[src/shared/odt_pd_pkg.sv]
`default_nettype none
package odt_pd_pkg;
    // Asynchronous termination delays in power-down with the DLL off.
    localparam int ASYNC_TERM_MIN_PS   = 2000;
    localparam int ASYNC_TERM_MAX_PS   = 8500;
    // Controller clock period as the bench makes it, and a link period shorter than the LINK_TCK_PS the divider gives.
    localparam int SYS_PERIOD_PS       = 20000;
    localparam int LINK_PERIOD_PS      = 64000;
    // Least delay rounds up, longest delay rounds down, neither below one cycle.
    localparam int ASYNC_MIN_CK_RAW    = (ASYNC_TERM_MIN_PS + LINK_PERIOD_PS - 1) / LINK_PERIOD_PS;
    localparam int ASYNC_MIN_CK        = (ASYNC_MIN_CK_RAW < 1) ? 1 : ASYNC_MIN_CK_RAW;
    localparam int ASYNC_MAX_CK_RAW    = ASYNC_TERM_MAX_PS / LINK_PERIOD_PS;
    localparam int ASYNC_MAX_CK        = (ASYNC_MAX_CK_RAW < 1) ? 1 : ASYNC_MAX_CK_RAW;
    // Write latency offsets.
    localparam int SYNC_LAT_OFFSET     = 2;
    localparam int ANTIC_OFFSET        = 1;
    // Synchronous turn-off skew in tenths of a link clock.
    localparam int SYNC_OFF_SKEW_MIN_D = 3;
    localparam int SYNC_OFF_SKEW_MAX_D = 7;
    // Divider: system cycles per half period of the generated link clock.
    localparam int CK_HALF_SYS         = 2;
    localparam int LINK_TCK_PS         = 2 * CK_HALF_SYS * SYS_PERIOD_PS;
    // Counter width and reset values.
    localparam int CNT_W               = 8;
    localparam logic [7:0] CNT_ZERO    = 8'h00;
    localparam logic       CKE_RESET   = 1'b0;
    localparam logic       DLL_OFF     = 1'b0;

    typedef enum logic [1:0] {
        ST_STEADY = 2'b00,
        ST_ANTIC  = 2'b01,
        ST_TAIL   = 2'b10
    } pd_state_t;
endpackage : odt_pd_pkg
`default_nettype wire

[src/shared/odt_link_if.sv]
`default_nettype none
interface odt_link_if;
    logic ck;
    logic cke;
    logic odt;
    logic refresh;
    logic dll_sel;
    logic term_on;

    modport ctrl (
        output ck,
        output cke,
        output odt,
        output refresh,
        output dll_sel,
        input  term_on
    );

    modport dram (
        input  ck,
        input  cke,
        input  odt,
        input  refresh,
        input  dll_sel,
        output term_on
    );
endinterface : odt_link_if
`default_nettype wire

[src/hdl/odt_pd_ctrl.sv]
`default_nettype none
// Notes on behaviour
// - Uncertain flag only when DLL-off select is 0; entry/exit window outputs regardless.
// - Entry period: greater of anticipation, refresh recovery.
// - Exit period: anticipation plus DLL-off exit time.
// - Anticipation delay is write latency minus one.
// - Sync turn-on/off latency is write latency minus two.
// - Turn-on bounds: lesser/greater of async and sync.
// - Turn-off bounds: lesser/greater of async and sync.
// - After exit period, termination answers synchronously.
// - Short CKE low: uncertain from entry to exit end.
// - Short CKE high: uncertain from exit to entry end.
// - Entry ends at CKE low or refresh recovery.
// - Async termination skips additive latency.
module odt_pd_ctrl #(
    parameter int CAS_WRITE_LATENCY         = 5,
    parameter int AL          = 0,
    parameter int XPDLL_CK    = 10,
    parameter int RFC_CK      = 64,
    parameter int AON_SKEW_PS = 250
) (
    // Clock and reset.
    input  wire logic           clk_sys_i,
    input  wire logic           nrst_i,
    // Requests from the scheduler.
    input  wire logic           pd_req_i,
    input  wire logic           odt_req_i,
    input  wire logic           refresh_req_i,
    input  wire logic           dll_powerdown_select_bit_i,
    // Window status.
    output logic                uncertain_o,
    output logic                entry_window_o,
    output logic                exit_window_o,
    output logic                powered_down_o,
    output logic                refresh_busy_o,
    output logic                term_sense_o,
    // Termination change bounds in picoseconds.
    output logic [31:0]         on_early_ps_o,
    output logic [31:0]         on_late_ps_o,
    output logic [31:0]         off_early_ps_o,
    output logic [31:0]         off_late_ps_o,
    // Link to the device.
    odt_link_if.ctrl            link
);
    import odt_pd_pkg::*;

    localparam int WL          = CAS_WRITE_LATENCY + AL;
    localparam int SYNC_LAT    = WL - SYNC_LAT_OFFSET;
    localparam int ANTIC_A     = SYNC_LAT + ANTIC_OFFSET;
    localparam int ANTIC_CK    = (ANTIC_A > WL - ANTIC_OFFSET) ? ANTIC_A
                                 : WL - ANTIC_OFFSET;
    localparam int SYNC_PS     = SYNC_LAT * LINK_TCK_PS;
    localparam int ON_MIN_S    = SYNC_PS - AON_SKEW_PS;
    localparam int ON_MAX_S    = SYNC_PS + AON_SKEW_PS;
    localparam int OFF_MIN_S   = SYNC_PS + (SYNC_OFF_SKEW_MIN_D * LINK_TCK_PS) / 10;
    localparam int OFF_MAX_S   = SYNC_PS + (SYNC_OFF_SKEW_MAX_D * LINK_TCK_PS) / 10;
    localparam int ON_EARLY    = (ASYNC_TERM_MIN_PS < ON_MIN_S) ? ASYNC_TERM_MIN_PS
                                 : ON_MIN_S;
    localparam int ON_LATE     = (ASYNC_TERM_MAX_PS > ON_MAX_S) ? ASYNC_TERM_MAX_PS
                                 : ON_MAX_S;
    localparam int OFF_EARLY   = (ASYNC_TERM_MIN_PS < OFF_MIN_S) ? ASYNC_TERM_MIN_PS
                                 : OFF_MIN_S;
    localparam int OFF_LATE    = (ASYNC_TERM_MAX_PS > OFF_MAX_S) ? ASYNC_TERM_MAX_PS
                                 : OFF_MAX_S;

    typedef struct packed {
        logic             ck;
        logic [CNT_W-1:0] div;
        pd_state_t        st;
        logic [CNT_W-1:0] cnt;
        logic             entry;
        logic             cke;
        logic             odt;
        logic             refresh;
        logic             ref_pend;
        logic [CNT_W-1:0] rfc_cnt;
        logic             uncertain;
        logic             dll_sel;
        logic             sense_meta;
        logic             sense;
        logic [31:0]      on_early;
        logic [31:0]      on_late;
        logic [31:0]      off_early;
        logic [31:0]      off_late;
    } ctrl_st_t;

    ctrl_st_t s;
    ctrl_st_t next_s;
    logic     ck_fall;
    logic     rfc_tail;
    logic     busy;

    always_comb begin
        next_s  = s;
        ck_fall = 1'b0;

        // Link clock divider; all link outputs move on the falling edge so the
        // device, which samples on the rising edge, sees half a period of setup.
        if (s.div == CNT_W'(CK_HALF_SYS - 1)) begin
            next_s.div = CNT_ZERO;
            next_s.ck  = ~s.ck;
            ck_fall    = s.ck;
        end else begin
            next_s.div = s.div + 8'h01;
        end

        // A refresh request is held until the next link edge can issue it.
        if (refresh_req_i) begin
            next_s.ref_pend = 1'b1;
        end

        // The term sense comes from the link domain, so it is synchronised.
        next_s.sense_meta = link.term_on;
        next_s.sense      = s.sense_meta;

        next_s.on_early  = 32'(ON_EARLY);
        next_s.on_late   = 32'(ON_LATE);
        next_s.off_early = 32'(OFF_EARLY);
        next_s.off_late  = 32'(OFF_LATE);

        if (ck_fall) begin
            next_s.odt     = odt_req_i;
            next_s.dll_sel = dll_powerdown_select_bit_i;
            next_s.refresh = 1'b0;
            if (s.rfc_cnt != CNT_ZERO) begin
                next_s.rfc_cnt = s.rfc_cnt - 8'h01;
            end
            // Refresh is issued only with CKE high and no refresh running.
            if ((s.ref_pend || refresh_req_i) && s.cke && s.st != ST_ANTIC &&
                s.rfc_cnt == CNT_ZERO) begin
                next_s.refresh  = 1'b1;
                next_s.ref_pend = 1'b0;
                next_s.rfc_cnt  = CNT_W'(RFC_CK);
            end

            case (s.st)
                ST_STEADY: begin
                    if (pd_req_i == s.cke) begin
                        // CKE is held for one anticipation delay before it moves.
                        next_s.st    = ST_ANTIC;
                        next_s.cnt   = CNT_W'(ANTIC_CK - 1);
                        next_s.entry = s.cke;
                    end
                end
                ST_ANTIC: begin
                    if (s.cnt != CNT_ZERO) begin
                        next_s.cnt = s.cnt - 8'h01;
                    end else begin
                        next_s.cke = ~s.cke;
                        next_s.st  = ST_TAIL;
                        if (s.entry) begin
                            next_s.cnt = CNT_ZERO;
                        end else begin
                            next_s.cnt = CNT_W'(XPDLL_CK);
                        end
                    end
                end
                ST_TAIL: begin
                    if (pd_req_i == s.cke) begin
                        // A new transition before this one ends keeps the flag up.
                        next_s.st    = ST_ANTIC;
                        next_s.cnt   = CNT_W'(ANTIC_CK - 1);
                        next_s.entry = s.cke;
                    end else if (s.cnt != CNT_ZERO) begin
                        next_s.cnt = s.cnt - 8'h01;
                    end else begin
                        next_s.st = ST_STEADY;
                    end
                end
                default: begin
                    next_s.st = ST_STEADY;
                end
            endcase
        end

        // Entry lasts past CKE low while a refresh started before it runs on.
        rfc_tail = !s.cke && (s.rfc_cnt != CNT_ZERO);
        busy     = (s.st != ST_STEADY) || rfc_tail;
        next_s.uncertain = busy && (s.dll_sel == DLL_OFF);
    end

    always_ff @(posedge clk_sys_i or negedge nrst_i) begin
        if (!nrst_i) begin
            s         <= '0;
            s.cke     <= CKE_RESET;
            s.dll_sel <= DLL_OFF;
            s.st      <= ST_STEADY;
        end else begin
            s <= next_s;
        end
    end

    assign link.ck        = s.ck;
    assign link.cke       = s.cke;
    assign link.odt       = s.odt;
    assign link.refresh   = s.refresh;
    assign link.dll_sel   = s.dll_sel;

    assign uncertain_o    = s.uncertain;
    assign entry_window_o = (s.st != ST_STEADY && s.entry) || (!s.cke && s.rfc_cnt != CNT_ZERO);
    assign exit_window_o  = s.st != ST_STEADY && !s.entry;
    assign powered_down_o = !s.cke;
    assign refresh_busy_o = s.rfc_cnt != CNT_ZERO;
    assign term_sense_o   = s.sense;
    assign on_early_ps_o  = s.on_early;
    assign on_late_ps_o   = s.on_late;
    assign off_early_ps_o = s.off_early;
    assign off_late_ps_o  = s.off_late;
endmodule : odt_pd_ctrl
`default_nettype wire

[src/flat_wrapper.sv]
// flat-port wrapper written by rule: the top's interface ports become plain ports
module odt_pd_ctrl_flat import odt_pd_pkg::*;
#(
    parameter int CAS_WRITE_LATENCY         = 5,
    parameter int AL          = 0,
    parameter int XPDLL_CK    = 10,
    parameter int RFC_CK      = 64,
    parameter int AON_SKEW_PS = 250
)
  (clk_sys_i, nrst_i, pd_req_i, odt_req_i, refresh_req_i, dll_powerdown_select_bit_i, uncertain_o, entry_window_o, exit_window_o, powered_down_o, refresh_busy_o, term_sense_o, on_early_ps_o, on_late_ps_o, off_early_ps_o, off_late_ps_o, link_ck, link_cke, link_odt, link_refresh, link_dll_sel, link_term_on);
  odt_link_if link_i ();
  input  wire logic clk_sys_i;
  input  wire logic nrst_i;
  input  wire logic pd_req_i;
  input  wire logic odt_req_i;
  input  wire logic refresh_req_i;
  input  wire logic dll_powerdown_select_bit_i;
  output logic uncertain_o;
  output logic entry_window_o;
  output logic exit_window_o;
  output logic powered_down_o;
  output logic refresh_busy_o;
  output logic term_sense_o;
  output logic [31:0] on_early_ps_o;
  output logic [31:0] on_late_ps_o;
  output logic [31:0] off_early_ps_o;
  output logic [31:0] off_late_ps_o;
  output wire logic [$bits(link_i.ck)-1:0] link_ck;
  output wire logic [$bits(link_i.cke)-1:0] link_cke;
  output wire logic [$bits(link_i.odt)-1:0] link_odt;
  output wire logic [$bits(link_i.refresh)-1:0] link_refresh;
  output wire logic [$bits(link_i.dll_sel)-1:0] link_dll_sel;
  input wire logic [$bits(link_i.term_on)-1:0] link_term_on;
  assign link_ck = link_i.ck;
  assign link_cke = link_i.cke;
  assign link_odt = link_i.odt;
  assign link_refresh = link_i.refresh;
  assign link_dll_sel = link_i.dll_sel;
  assign link_i.term_on = link_term_on;
  odt_pd_ctrl #(.CAS_WRITE_LATENCY(CAS_WRITE_LATENCY), .AL(AL), .XPDLL_CK(XPDLL_CK), .RFC_CK(RFC_CK), .AON_SKEW_PS(AON_SKEW_PS)) u_core (.clk_sys_i(clk_sys_i), .nrst_i(nrst_i), .pd_req_i(pd_req_i), .odt_req_i(odt_req_i), .refresh_req_i(refresh_req_i), .dll_powerdown_select_bit_i(dll_powerdown_select_bit_i), .uncertain_o(uncertain_o), .entry_window_o(entry_window_o), .exit_window_o(exit_window_o), .powered_down_o(powered_down_o), .refresh_busy_o(refresh_busy_o), .term_sense_o(term_sense_o), .on_early_ps_o(on_early_ps_o), .on_late_ps_o(on_late_ps_o), .off_early_ps_o(off_early_ps_o), .off_late_ps_o(off_late_ps_o), .link(link_i));
endmodule
[config.mk]
export PLATFORM = sky130hd
export DESIGN_NAME = odt_pd_ctrl_flat
export DESIGN_NICKNAME = d
export VERILOG_FILES = /design/src/shared/odt_pd_pkg.sv /design/src/shared/odt_link_if.sv /design/src/hdl/odt_pd_ctrl.sv /design/src/flat_wrapper.sv
export SDC_FILE = /design/constraint.sdc
export NUM_CORES = 1
export LEC_CHECK = 0
export BUFFER_PORTS_ARGS = -buffer_cell sky130_fd_sc_hd__buf_2
export CORE_MARGIN = 2
export CORE_UTILIZATION = 40
export CTS_BUF_LIST = sky130_fd_sc_hd__clkbuf_16
export CTS_CLUSTER_SIZE = 25
export DETAILED_ROUTE_END_ITERATION = 8
export GPL_TIMING_DRIVEN = 0
export HOLD_SLACK_MARGIN = 0.03
export PLACE_DENSITY = 0.81
export SETUP_SLACK_MARGIN = 0.15
export SLEW_MARGIN = 20
export SYNTH_ARGS = -nofsm -noshare
export SYNTH_HDL_FRONTEND = slang
export SYNTH_SLANG_ARGS = --single-unit
[constraint.sdc]
create_clock -name clk_sys_i -period 3.62 [get_ports clk_sys_i]
set_clock_uncertainty 0.2 [all_clocks]
set_input_delay 0.181 -clock clk_sys_i [delete_from_list [all_inputs] [get_ports clk_sys_i]]
set_output_delay 0.181 -clock clk_sys_i [all_outputs]
set_load 0.05 [all_outputs]
==> results of run 1 <==
==> flip-flops by register name (all words and copies together) (netlist names) <==
name,cells
u_core.link.refresh,1
u_core.link.dll_sel,1
u_core.term_sense_o,1
u_core.uncertain_o,1
u_core.s,28
u_core.next_s,1
u_core.link.cke,1
u_core.off_late_ps_o,1
u_core.link.ck,1
u_core.link.odt,1
==> kinds of logic (layout without fill, tap and decap cells) <==
| logic type | after synthesis | in the layout | share of synthesized area |
|---|---|---|---|
| AO/OA/AOI/OAI | 44 | 44 | 0.09874 |
| XOR/XNOR | 10 | 10 | 0.02954 |
| adder cells (fa/ha/maj) | 9 | 9 | 0.03798 |
| buffers and inverters | 147 | 204 | 0.3498 |
| flip-flops | 37 | 37 | 0.3122 |
| multiplexers | 6 | 6 | 0.02194 |
| other | 2 | 102 | 0.002533 |
| AND/OR/NAND/NOR | 73 | 73 | 0.1473 |
==> layout by cell type, fill, tap and decap left out, types with 3 or more instances in the layout <==
cell	n
buf_4	129
conb_1	102
buf_2	45
dfrtp_1	37
nand2_1	18
inv_1	16
o21ai_0	14
nor2_1	12
nor3_1	10
nand3_1	9
ha_1	9
a21oi_1	8
xnor2_1	7
clkbuf_16	5
dlygate4sd3_1	5
a31oi_1	4
mux2_2	4
nor4_4	3
and3_1	3
xor2_1	3
==> worst max-delay path, cell delays in order, from the launching register on <==
cell	delay, ns
dfrtp_1	0.41
inv_1	0.07
ha_1	0.22
or4b_4	0.51
nor4_4	0.32
inv_2	0.14
nand2_1	0.13
o21ai_0	0.08
buf_2	0.22
==> per-stage QoR <==
| stage | worst slack (ns) | total power (uW) | area (um^2) | cells |
|---|---|---|---|---|
| after floorplan | 1.013 | 1470 | 3341 | 428 |
| after global placement | 1.202 | 1644 | 3685 | 571 |
| after detailed placement | 1.145 | 1666 | 3685 | 571 |
| after CTS | 0.8425 | 2079 | 3872 | 584 |
| after global routing | 0.7557 | 2201 | 3872 | 584 |
| final | 0.8651 | 2082 | 3872 | 584 |
==> path summary, 6_finish.rpt <==
check | endpoint | slack, ns | cells past startpoint
max | entry_window_o | 0.87 | 8
min | u_core.s[144] | 0.04 | 3
max reg2reg | u_core.s[136] | 1.27 | 6
min reg2reg | u_core.term_sense_o | 0.15 | 0
max in group asynchronous | u_core.term_sense_o | 2.39 | 2
min in group asynchronous | u_core.s[140] | 0.32 | 2
==> layer usage <==
metal  vias to the layer above  part of all wire  wire (um)
li1                       1185                 -          -
met1                      1046              0.38       2203
met2                       112              0.51       2996
met3                         7             0.097        568
met4                         0             0.012         72
met5                         -                 0          0
==> report_power, final <==
part           internal, uW  leakage, uW  switching [uW]  total (uW)
Clock                   249    0.0000687             156         405
Combinational           336      0.00165             769        1100
Sequential              478     0.000452            95.7         573
Total                  1060      0.00217            1020        2080
==> final cells by class <==
type                    instances  area share
clock buffers                   5     0.03231
well taps                      99     0.03199
clock inverters                 3    0.003231
multi-input cells             244      0.3557
plain buffers                 130      0.2514
repair buffers                 49     0.06979
inverters                      17     0.01648
flip-flops and latches         37      0.2391
==> timing repair <==
action,CTS,global route
hold buffers,5,0
hold endpoints to repair,41,0
gates resized for setup,0,0
==> metrics, run 1 <==
Global Route met1 Usage=0.1472; routability cong.=0.9206; top cells by count, synth=buf_4, dfrtp_1, nand2_1; final WL=5841 um; Critical Path RT=3.24 ns; postcts setup bufs=0; routing usage on met3=0.04443; Final Hold Fails=0; Die Y-Extent=90.10 um; GRT Total Usage=0.1402; Yosys top cell by area=buf_4; f_max=363.0 MHz; Hold Crit Start=pd_req_i; Crit Path Class=flip-flop to output pin; Pleak=0.002168 uW; fin crit share=0.7610; Synth async-reset ratio=1.000; RSZ-0062 raised after global routing=false; Slew Viols, Final=0; FILL cells=658; synthesized instance count=328; fraction of layout cells with a size suffix above 1=0.4021; core area=7214 um^2; syn_area_per_cell=9.041 um^2; clk buf depth=2; Distinct cells, synth=48; Layout area overhead=30.59%; Worst setup EP type=output pin; total setup violations reported at the end of the flow=0; busiest layer in global routing=met2; DRT iter0 DRCs=85; footprint of the multi-input gates=1378 um^2; global-route wire length before repair=9625 um; Diodes inserted=0; CTS tree=yes; vias per cell=4.024; CP arrival=2.37 ns; yosys warns=0; initial antenna violation count=0; Clock Sinks=37; CTS H-tree lvls=2; Startpoint Class=flip-flop; Root Driver=clkbuf_16; fraction of the yosys area taken by sequential cells=0.3122; total vias in the final route=2,350; Fin Setup TNS=0 ns; Final Core Density=0.5368; status=finished clean; number of global-route vias before repair=2,140; Clock transition at path regs=0.06 ns; CTS buffer count=5; most frequent cell after synthesis=buf_4; Post-synth EDFFs=0; CP Launch Point=u_core.s[132]; worst min-delay path category=input port to flip-flop; IO buf count=44; synthesized area=2965 um^2; largest net degree at the start of global routing=38; Synth top area share=0.3266; drt first pass iters=4; full die area=8118 um^2; DRT antenna net count=0; Die W=90.10 um; P per Cell Area=537.8 nW/um^2; Synth Register Bits=37; max-cap violation count=0; io pins=146; CP Max Fanout=6; worst r2r src=u_core.s[156]; Worst VDD drop=0.3926 mV; row cnt=31; M2 GR Usage=0.2581; Slew headroom=0.4654; storage element area=925.9 um^2; Residual DRC=0; WL per Instance=10.00 um; Final Critical Period=2.755 ns; starting density of the core=0.4110; Clock Latency Late Sink=0.28 ns; grt total ovfl=0; placed wire-length estimate=4669 um; actual slew at the worst max-slew pin=0.8019 ns; fin nets=500; top post-synthesis cells by area=buf_4, dfrtp_1, ha_1; Post-synth top flop=dfrtp_1; WHS=0.03659 ns
Note: power is estimated with default switching activity, not from simulation.
==> inputs of run 2 (changes only) <==
- PLACE_DENSITY: 0.81 -> 0.84
- clock period: 3.62 -> 2.4 ns (I/O delays scaled with it)
==> run 2 against run 1 <==
  * Total power is 58% higher
  * Non-clock buffer count is 17 higher
  * Sequential power is 52% higher
  * Critical path type unchanged
  * Sequential share of layout area is 1.3 points lower
  * Final cell count is 2.9% higher
  * Combinational power is 65% higher
  * Core utilization is 3.1 points higher
  * Setup slack worse by 0.80 ns
  * Cell area is 5.8% higher
==> metrics, run 2 (synthesis gave the netlist of run 1 again) <==
Fin Setup TNS=0 ns (unchanged); f_max=428.1 MHz; DRT iter0 DRCs=75 (was 85); Root Driver=clkbuf_16 (unchanged); Clk network pwr share=0.187 (was 0.194); Crit Path Class=flip-flop to output pin (unchanged); GRT Total Usage=0.1455 (was 0.1402); most common cell after layout, fill and taps aside=buf_4 (unchanged); status=finished clean (unchanged); Slew Viols, Final=0 (unchanged); DRT antenna net count=0 (unchanged); starting density of the core=0.4110 (unchanged); CTS buffer count=5 (unchanged); IO buf count=44 (unchanged); P per Cell Area=805.1 nW/um^2 (was 537.8 nW/um^2); Pwr Total=3299 uW (was 2082 uW); Reg2Reg Setup Slack=0.13 ns (was 1.27 ns); Pleak=0.002262 uW (was 0.002168 uW); drt first pass iters=4 (unchanged); worst min-delay path category=flip-flop to flip-flop (was input port to flip-flop); Biggest register=u_core.s (unchanged); Switch Pwr=1605 uW (was 1021 uW); row cnt=31 (unchanged); CTS H-tree lvls=2 (unchanged); placed wire-length estimate=4404 um (was 4669 um); number of global-route vias before repair=2,195 (was 2,140); actual slew at the worst max-slew pin=0.8435 ns (was 0.8019 ns); core area=7214 um^2 (unchanged); grt total ovfl=0 (unchanged); CP arrival=2.02 ns (was 2.37 ns); global-route wire length before repair=9929 um (was 9625 um); Startpoint Class=flip-flop (unchanged); fraction of layout cells with a size suffix above 1=0.4482 (was 0.4021); total setup violations reported at the end of the flow=0 (unchanged); routability cong.=0.9049 (was 0.9206); fin nets=517 (was 500); Worst setup EP type=output pin (unchanged); total vias in the final route=2,480 (was 2,350); full die area=8118 um^2 (unchanged); Setup WS post-layout=0.06411 ns (was 0.8651 ns); number of flip-flops under the largest register name=28 (unchanged); Clock Latency Late Sink=0.28 ns (about the same); WL per Instance=10.38 um (was 10.00 um); part of the power in registers=0.264 (was 0.275); io pins=146 (unchanged); final WL=6237 um (was 5841 um); Clock transition at path regs=0.05 ns (was 0.06 ns); Layout area overhead=38.19% (was 30.59%); most frequent cells in the layout=buf_4, conb_1, buf_2, dfrtp_1, nand2_1 (unchanged); Slew headroom=0.4377 (was 0.4654); Residual DRC=0 (unchanged); CTS tree=yes (unchanged); initial antenna violation count=0 (unchanged); largest net degree at the start of global routing=38 (unchanged); RSZ-0062 raised after global routing=true (was false); Die Y-Extent=90.10 um (unchanged); Clock Sinks=37 (unchanged); Logic pwr share=0.549 (was 0.530); Int Power=1694 uW (was 1062 uW); vias per cell=4.126 (was 4.024); fin crit share=0.9733; Diodes inserted=0 (unchanged); Sw Share=0.4864 (was 0.4901); Die W=90.10 um (unchanged); clk buf depth=2 (unchanged); Placement Setup Slack=0.03036 ns (was 1.145 ns); CP Max Fanout=3 (was 6); Critical Path RT=2.08 ns (was 3.24 ns); Worst VDD drop=0.8902 mV (was 0.3926 mV); max-cap violation count=0 (unchanged); Final Critical Period=2.336 ns; Final Hold Fails=0 (unchanged); Final Core Density=0.5680 (was 0.5368)
-- run 2: worst paths after layout --
kind / start / endpoint / depth (start not counted)
worst max-delay path: u_core.s[132] / entry_window_o / 8
worst min-delay path: u_core.next_s[128] / u_core.term_sense_o / 0
worst max register to register: u_core.s[132] / u_core.s[136] / 9
worst min register to register: u_core.next_s[128] / u_core.term_sense_o / 0
max in group asynchronous: nrst_i / u_core.s[160] / 2
min in group asynchronous: nrst_i / u_core.s[154] / 2
-- run 2: layout make-up --
type                       instances  area (um^2)
clock inverter                     3        12.51
buffer                           130        973.4
inverter                          17        63.81
clock buffer                       5        125.1
sequential                        37        925.9
tap                               99        123.9
multi-input combinational        244         1453
timing repair buffer              66        420.4
fill                             617         3117
-- run 2: power groups by stage --
stage	sequential [uW]	clock [uW]	combinational, uW
floorplan	890	0	1340
global placement	859	0	1610
detailed placement	867	0	1630
CTS	859	634	1720
global route	884	652	1940
finish	870	617	1810
-- run 2: repair_timing --
| item | in CTS | in global routing |
|---|---|---|
| setup buffers | 11 | 5 |
| hold endpoints to repair | 42 | 0 |
| pin swaps | 3 | 5 |
| hold buffers | 6 | 0 |
| endpoints found under the setup margin | 6 | 17 |
| gates resized for setup | 6 | 18 |
-- run 2: layer usage --
metal  wire length [um]  vias up  track usage
met3                541       11      0.03521
li1                   -     1220            -
met5                  0        -            0
met4                102        0      0.06026
met2               3319      126       0.2694
met1               2274     1123       0.1575
-- run 2: critical path, stage by stage (launching register included) --
cell,delay [ns]
dfrtp_1,0.39
inv_2,0.08
ha_4,0.13
or4b_4,0.48
nor4_4,0.24
inv_2,0.11
nand2_4,0.10
o21ai_2,0.06
buf_6,0.16
-- run 2: stage by stage --
stage	instance area [um^2]	instances	hold slack, ns
floorplan	3344	428	-0.3756
global placement	3689	571	0.03141
detailed placement	3689	571	0.03749
CTS	3993	596	0.1531
global route	4098	601	0.1670
finish	4098	601	0.1483
==> inputs of run 3 (changes only) <==
- ABC_AREA: default -> 1
- PLACE_DENSITY: 0.84 -> 0.83
==> run 3 against run 2 <==
  * Fmax grew 10%
  * Setup slack gained 0.22 ns
  * Combinational power grew 7%
  * Highest routed layer unchanged
  * Critical path depth is the same
  * Largest power group unchanged
  * Total power grew 5.2%
  * Global-route usage shrank 0.87 points
  * Non-clock buffer count shrank 16
  * Wire length shrank 6.6%
  * Core utilization shrank 4.1 points
  * Clock-buffer cell count is the same
==> metrics, run 3 <==
grt total ovfl=0 (unchanged); starting density of the core=0.4082 (was 0.4110); Final Hold Fails=0 (unchanged); CTS H-tree lvls=2 (unchanged); CP arrival=1.80 ns (was 2.02 ns); most frequent cell after synthesis=buf_4 (unchanged); Yosys top cell by area=buf_4 (unchanged); DRT iter0 DRCs=105 (was 75); f_max=472.0 MHz (was 428.1 MHz); drt first pass iters=4 (unchanged); number of flip-flops under the largest register name=28 (unchanged); global-route wire length before repair=9515 um (was 9929 um); initial antenna violation count=0 (unchanged); Startpoint Class=flip-flop (unchanged); final WL=5827 um (was 6237 um); Crit Path Class=flip-flop to output pin (unchanged); Residual DRC=0 (unchanged); GRT Total Usage=0.1367 (was 0.1455); Die Y-Extent=92.34 um (was 90.10 um); clk buf depth=2 (unchanged); fin nets=579 (was 517); depth of the most critical reg-to-reg path=7 (was 9); Die W=92.34 um (was 90.10 um); IO buf count=44 (unchanged); Slew headroom=0.4565 (was 0.4377); Worst VDD drop=0.6927 mV (was 0.8902 mV); Placement Setup Slack=0.5409 ns (was 0.03036 ns); Pleak=0.002421 uW (was 0.002262 uW); routability cong.=0.9022 (was 0.9049); RSZ-0062 raised after global routing=false (was true); CTS buffer count=5 (unchanged); fin crit share=0.8828 (was 0.9733); synthesized instance count=407 (was 328); total setup violations reported at the end of the flow=0 (unchanged); Critical Path RT=2.08 ns (about the same); most frequent cells in the layout=buf_4, conb_1, nand2_1, buf_2, inv_1 (was buf_4, conb_1, buf_2, dfrtp_1, nand2_1); number of global-route vias before repair=2,250 (was 2,195); io pins=146 (unchanged); syn_area_per_cell=7.670 um^2 (was 9.041 um^2); P per Cell Area=861.3 nW/um^2 (was 805.1 nW/um^2); WL per Instance=8.762 um (was 10.38 um); Final Critical Period=2.119 ns (was 2.336 ns); DRT antenna net count=0 (unchanged); Post-synth EDFFs=0 (unchanged); worst min-delay path category=flip-flop to flip-flop (unchanged); synthesized area=3122 um^2 (was 2965 um^2); fraction of layout cells with a size suffix above 1=0.3481 (was 0.4482); row cnt=32 (was 31); total vias in the final route=2,571 (was 2,480); postcts setup bufs=0 (was 11); Synth Register Bits=37 (unchanged); Diodes inserted=0 (unchanged); full die area=8527 um^2 (was 8118 um^2); placed wire-length estimate=4609 um (was 4404 um); largest net degree at the start of global routing=38 (unchanged); actual slew at the worst max-slew pin=0.8153 ns (was 0.8435 ns); Layout area overhead=29.14% (was 38.19%); Fin Setup TNS=0 ns (unchanged); fraction of the yosys area taken by sequential cells=0.2966 (was 0.3122); top post-synthesis cells by area=buf_4, dfrtp_1, nand2_1 (was buf_4, dfrtp_1, ha_1); CP Max Fanout=4 (was 3); Setup WS post-layout=0.2813 ns (was 0.06411 ns); Clock Sinks=37 (unchanged); Synth async-reset ratio=1.000 (unchanged); most common cell after layout, fill and taps aside=buf_4 (unchanged); top cells by count, synth=buf_4, nand2_1, inv_1 (was buf_4, dfrtp_1, nand2_1); Distinct cells, synth=31 (was 48); yosys warns=0 (unchanged); Min-Delay Path Depth=0 (unchanged); Post-synth top flop=dfrtp_1 (unchanged); status=finished clean (unchanged); Synth top area share=0.3102 (was 0.3266); Clock Latency Late Sink=0.28 ns (about the same); max-cap violation count=0 (unchanged); Slew Viols, Final=0 (unchanged); core area=7647 um^2 (was 7214 um^2); CTS tree=yes (unchanged); Biggest register=u_core.s (unchanged); Root Driver=clkbuf_16 (unchanged); Clock transition at path regs=0.06 ns (was 0.05 ns); vias per cell=3.866 (was 4.126); Worst setup EP type=output pin (unchanged)
run 3: cell types whose count changed in the layout (fill, tap and decap cells not counted), moves of 4 or more:
| cell | before | now |
|---|---|---|
| xor2_1 | 2 | 11 |
| nand3_1 | 9 | 27 |
| buf_6 | 4 | 0 |
| nor2_1 | 11 | 20 |
| xnor2_1 | 7 | 0 |
| inv_1 | 14 | 43 |
| nand4_1 | 2 | 8 |
| o21ai_1 | 1 | 6 |
| nand2_1 | 17 | 68 |
| buf_4 | 142 | 129 |
| nor3_1 | 8 | 4 |
run 3: repair_timing:
| action | 4_1_cts | 5_1_grt |
|---|---|---|
| endpoints found under the hold margin | 41 | 0 |
| hold buffers | 5 | 0 |
| resized for setup | 0 | 0 |
run 3: logic make-up (layout without fill, tap and decap cells):
kind of cell / Yosys count / after routing / share of synthesized area
other: 2 / 102 / 0.002406
buffers and inverters: 179 / 235 / 0.3727
AO/OA/AOI/OAI: 31 / 31 / 0.05411
AND/OR/NAND/NOR: 138 / 138 / 0.2072
XOR/XNOR: 11 / 11 / 0.03086
flip-flops: 37 / 37 / 0.2966
adder cells (fa/ha/maj): 9 / 9 / 0.03607
run 3: final timing paths:
check | startpoint | endpoint | slack (ns)
setup / recovery | u_core.s[132] | entry_window_o | 0.28
hold / removal | u_core.next_s[128] | u_core.term_sense_o | 0.15
setup reg to reg | u_core.s[154] | u_core.s[147] | 0.53
hold reg to reg | u_core.next_s[128] | u_core.term_sense_o | 0.15
max in group asynchronous | nrst_i | u_core.s[160] | 1.19
min in group asynchronous | nrst_i | u_core.s[132] | 0.29
run 3: metrics by stage:
stage | total power [uW] | cells | cell area (um^2) | hold WS, ns | util
floorplan | 2510 | 507 | 3497 | -0.3756 | -
global placement | 2757 | 653 | 3845 | 0.03581 | 0.5028
detailed placement | 2821 | 653 | 3845 | 0.03762 | 0.5028
CTS | 3456 | 665 | 4031 | 0.1505 | 0.5272
global route | 3713 | 665 | 4031 | 0.1558 | 0.5272
finish | 3472 | 665 | 4031 | 0.1508 | 0.5272
run 3: power by group:
group          total [uW]  internal [uW]  switching, uW
registers             927            781            146
clock network         613            374            239
logic                1930            557           1380
total                3470           1710           1760
run 3: final cells by class:
class	count	area, um^2
clock inverters	2	11.26
multi-input cells	291	1408
inverters	48	187.7
repair buffers	49	270.3
well taps	102	127.6
clock buffers	5	125.1
plain buffers	131	975.9
flip-flops and latches	37	925.9
fillers	659	3616
run 3: critical path, stage by stage, from the launching register on:
cell	delay (ns)
dfrtp_1	0.39
inv_1	0.08
ha_1	0.21
nand3_1	0.17
nor3_4	0.24
inv_2	0.08
nand2_1	0.09
nand2_1	0.05
buf_2	0.20
run 3: metal layers:
layer	global-route usage	up-vias	wire length [um]
li1	-	1346	-
met1	0.1430	1092	2130
met2	0.2512	120	3060
met3	0.03255	13	525
met4	0.07338	0	109
met5	0	-	0
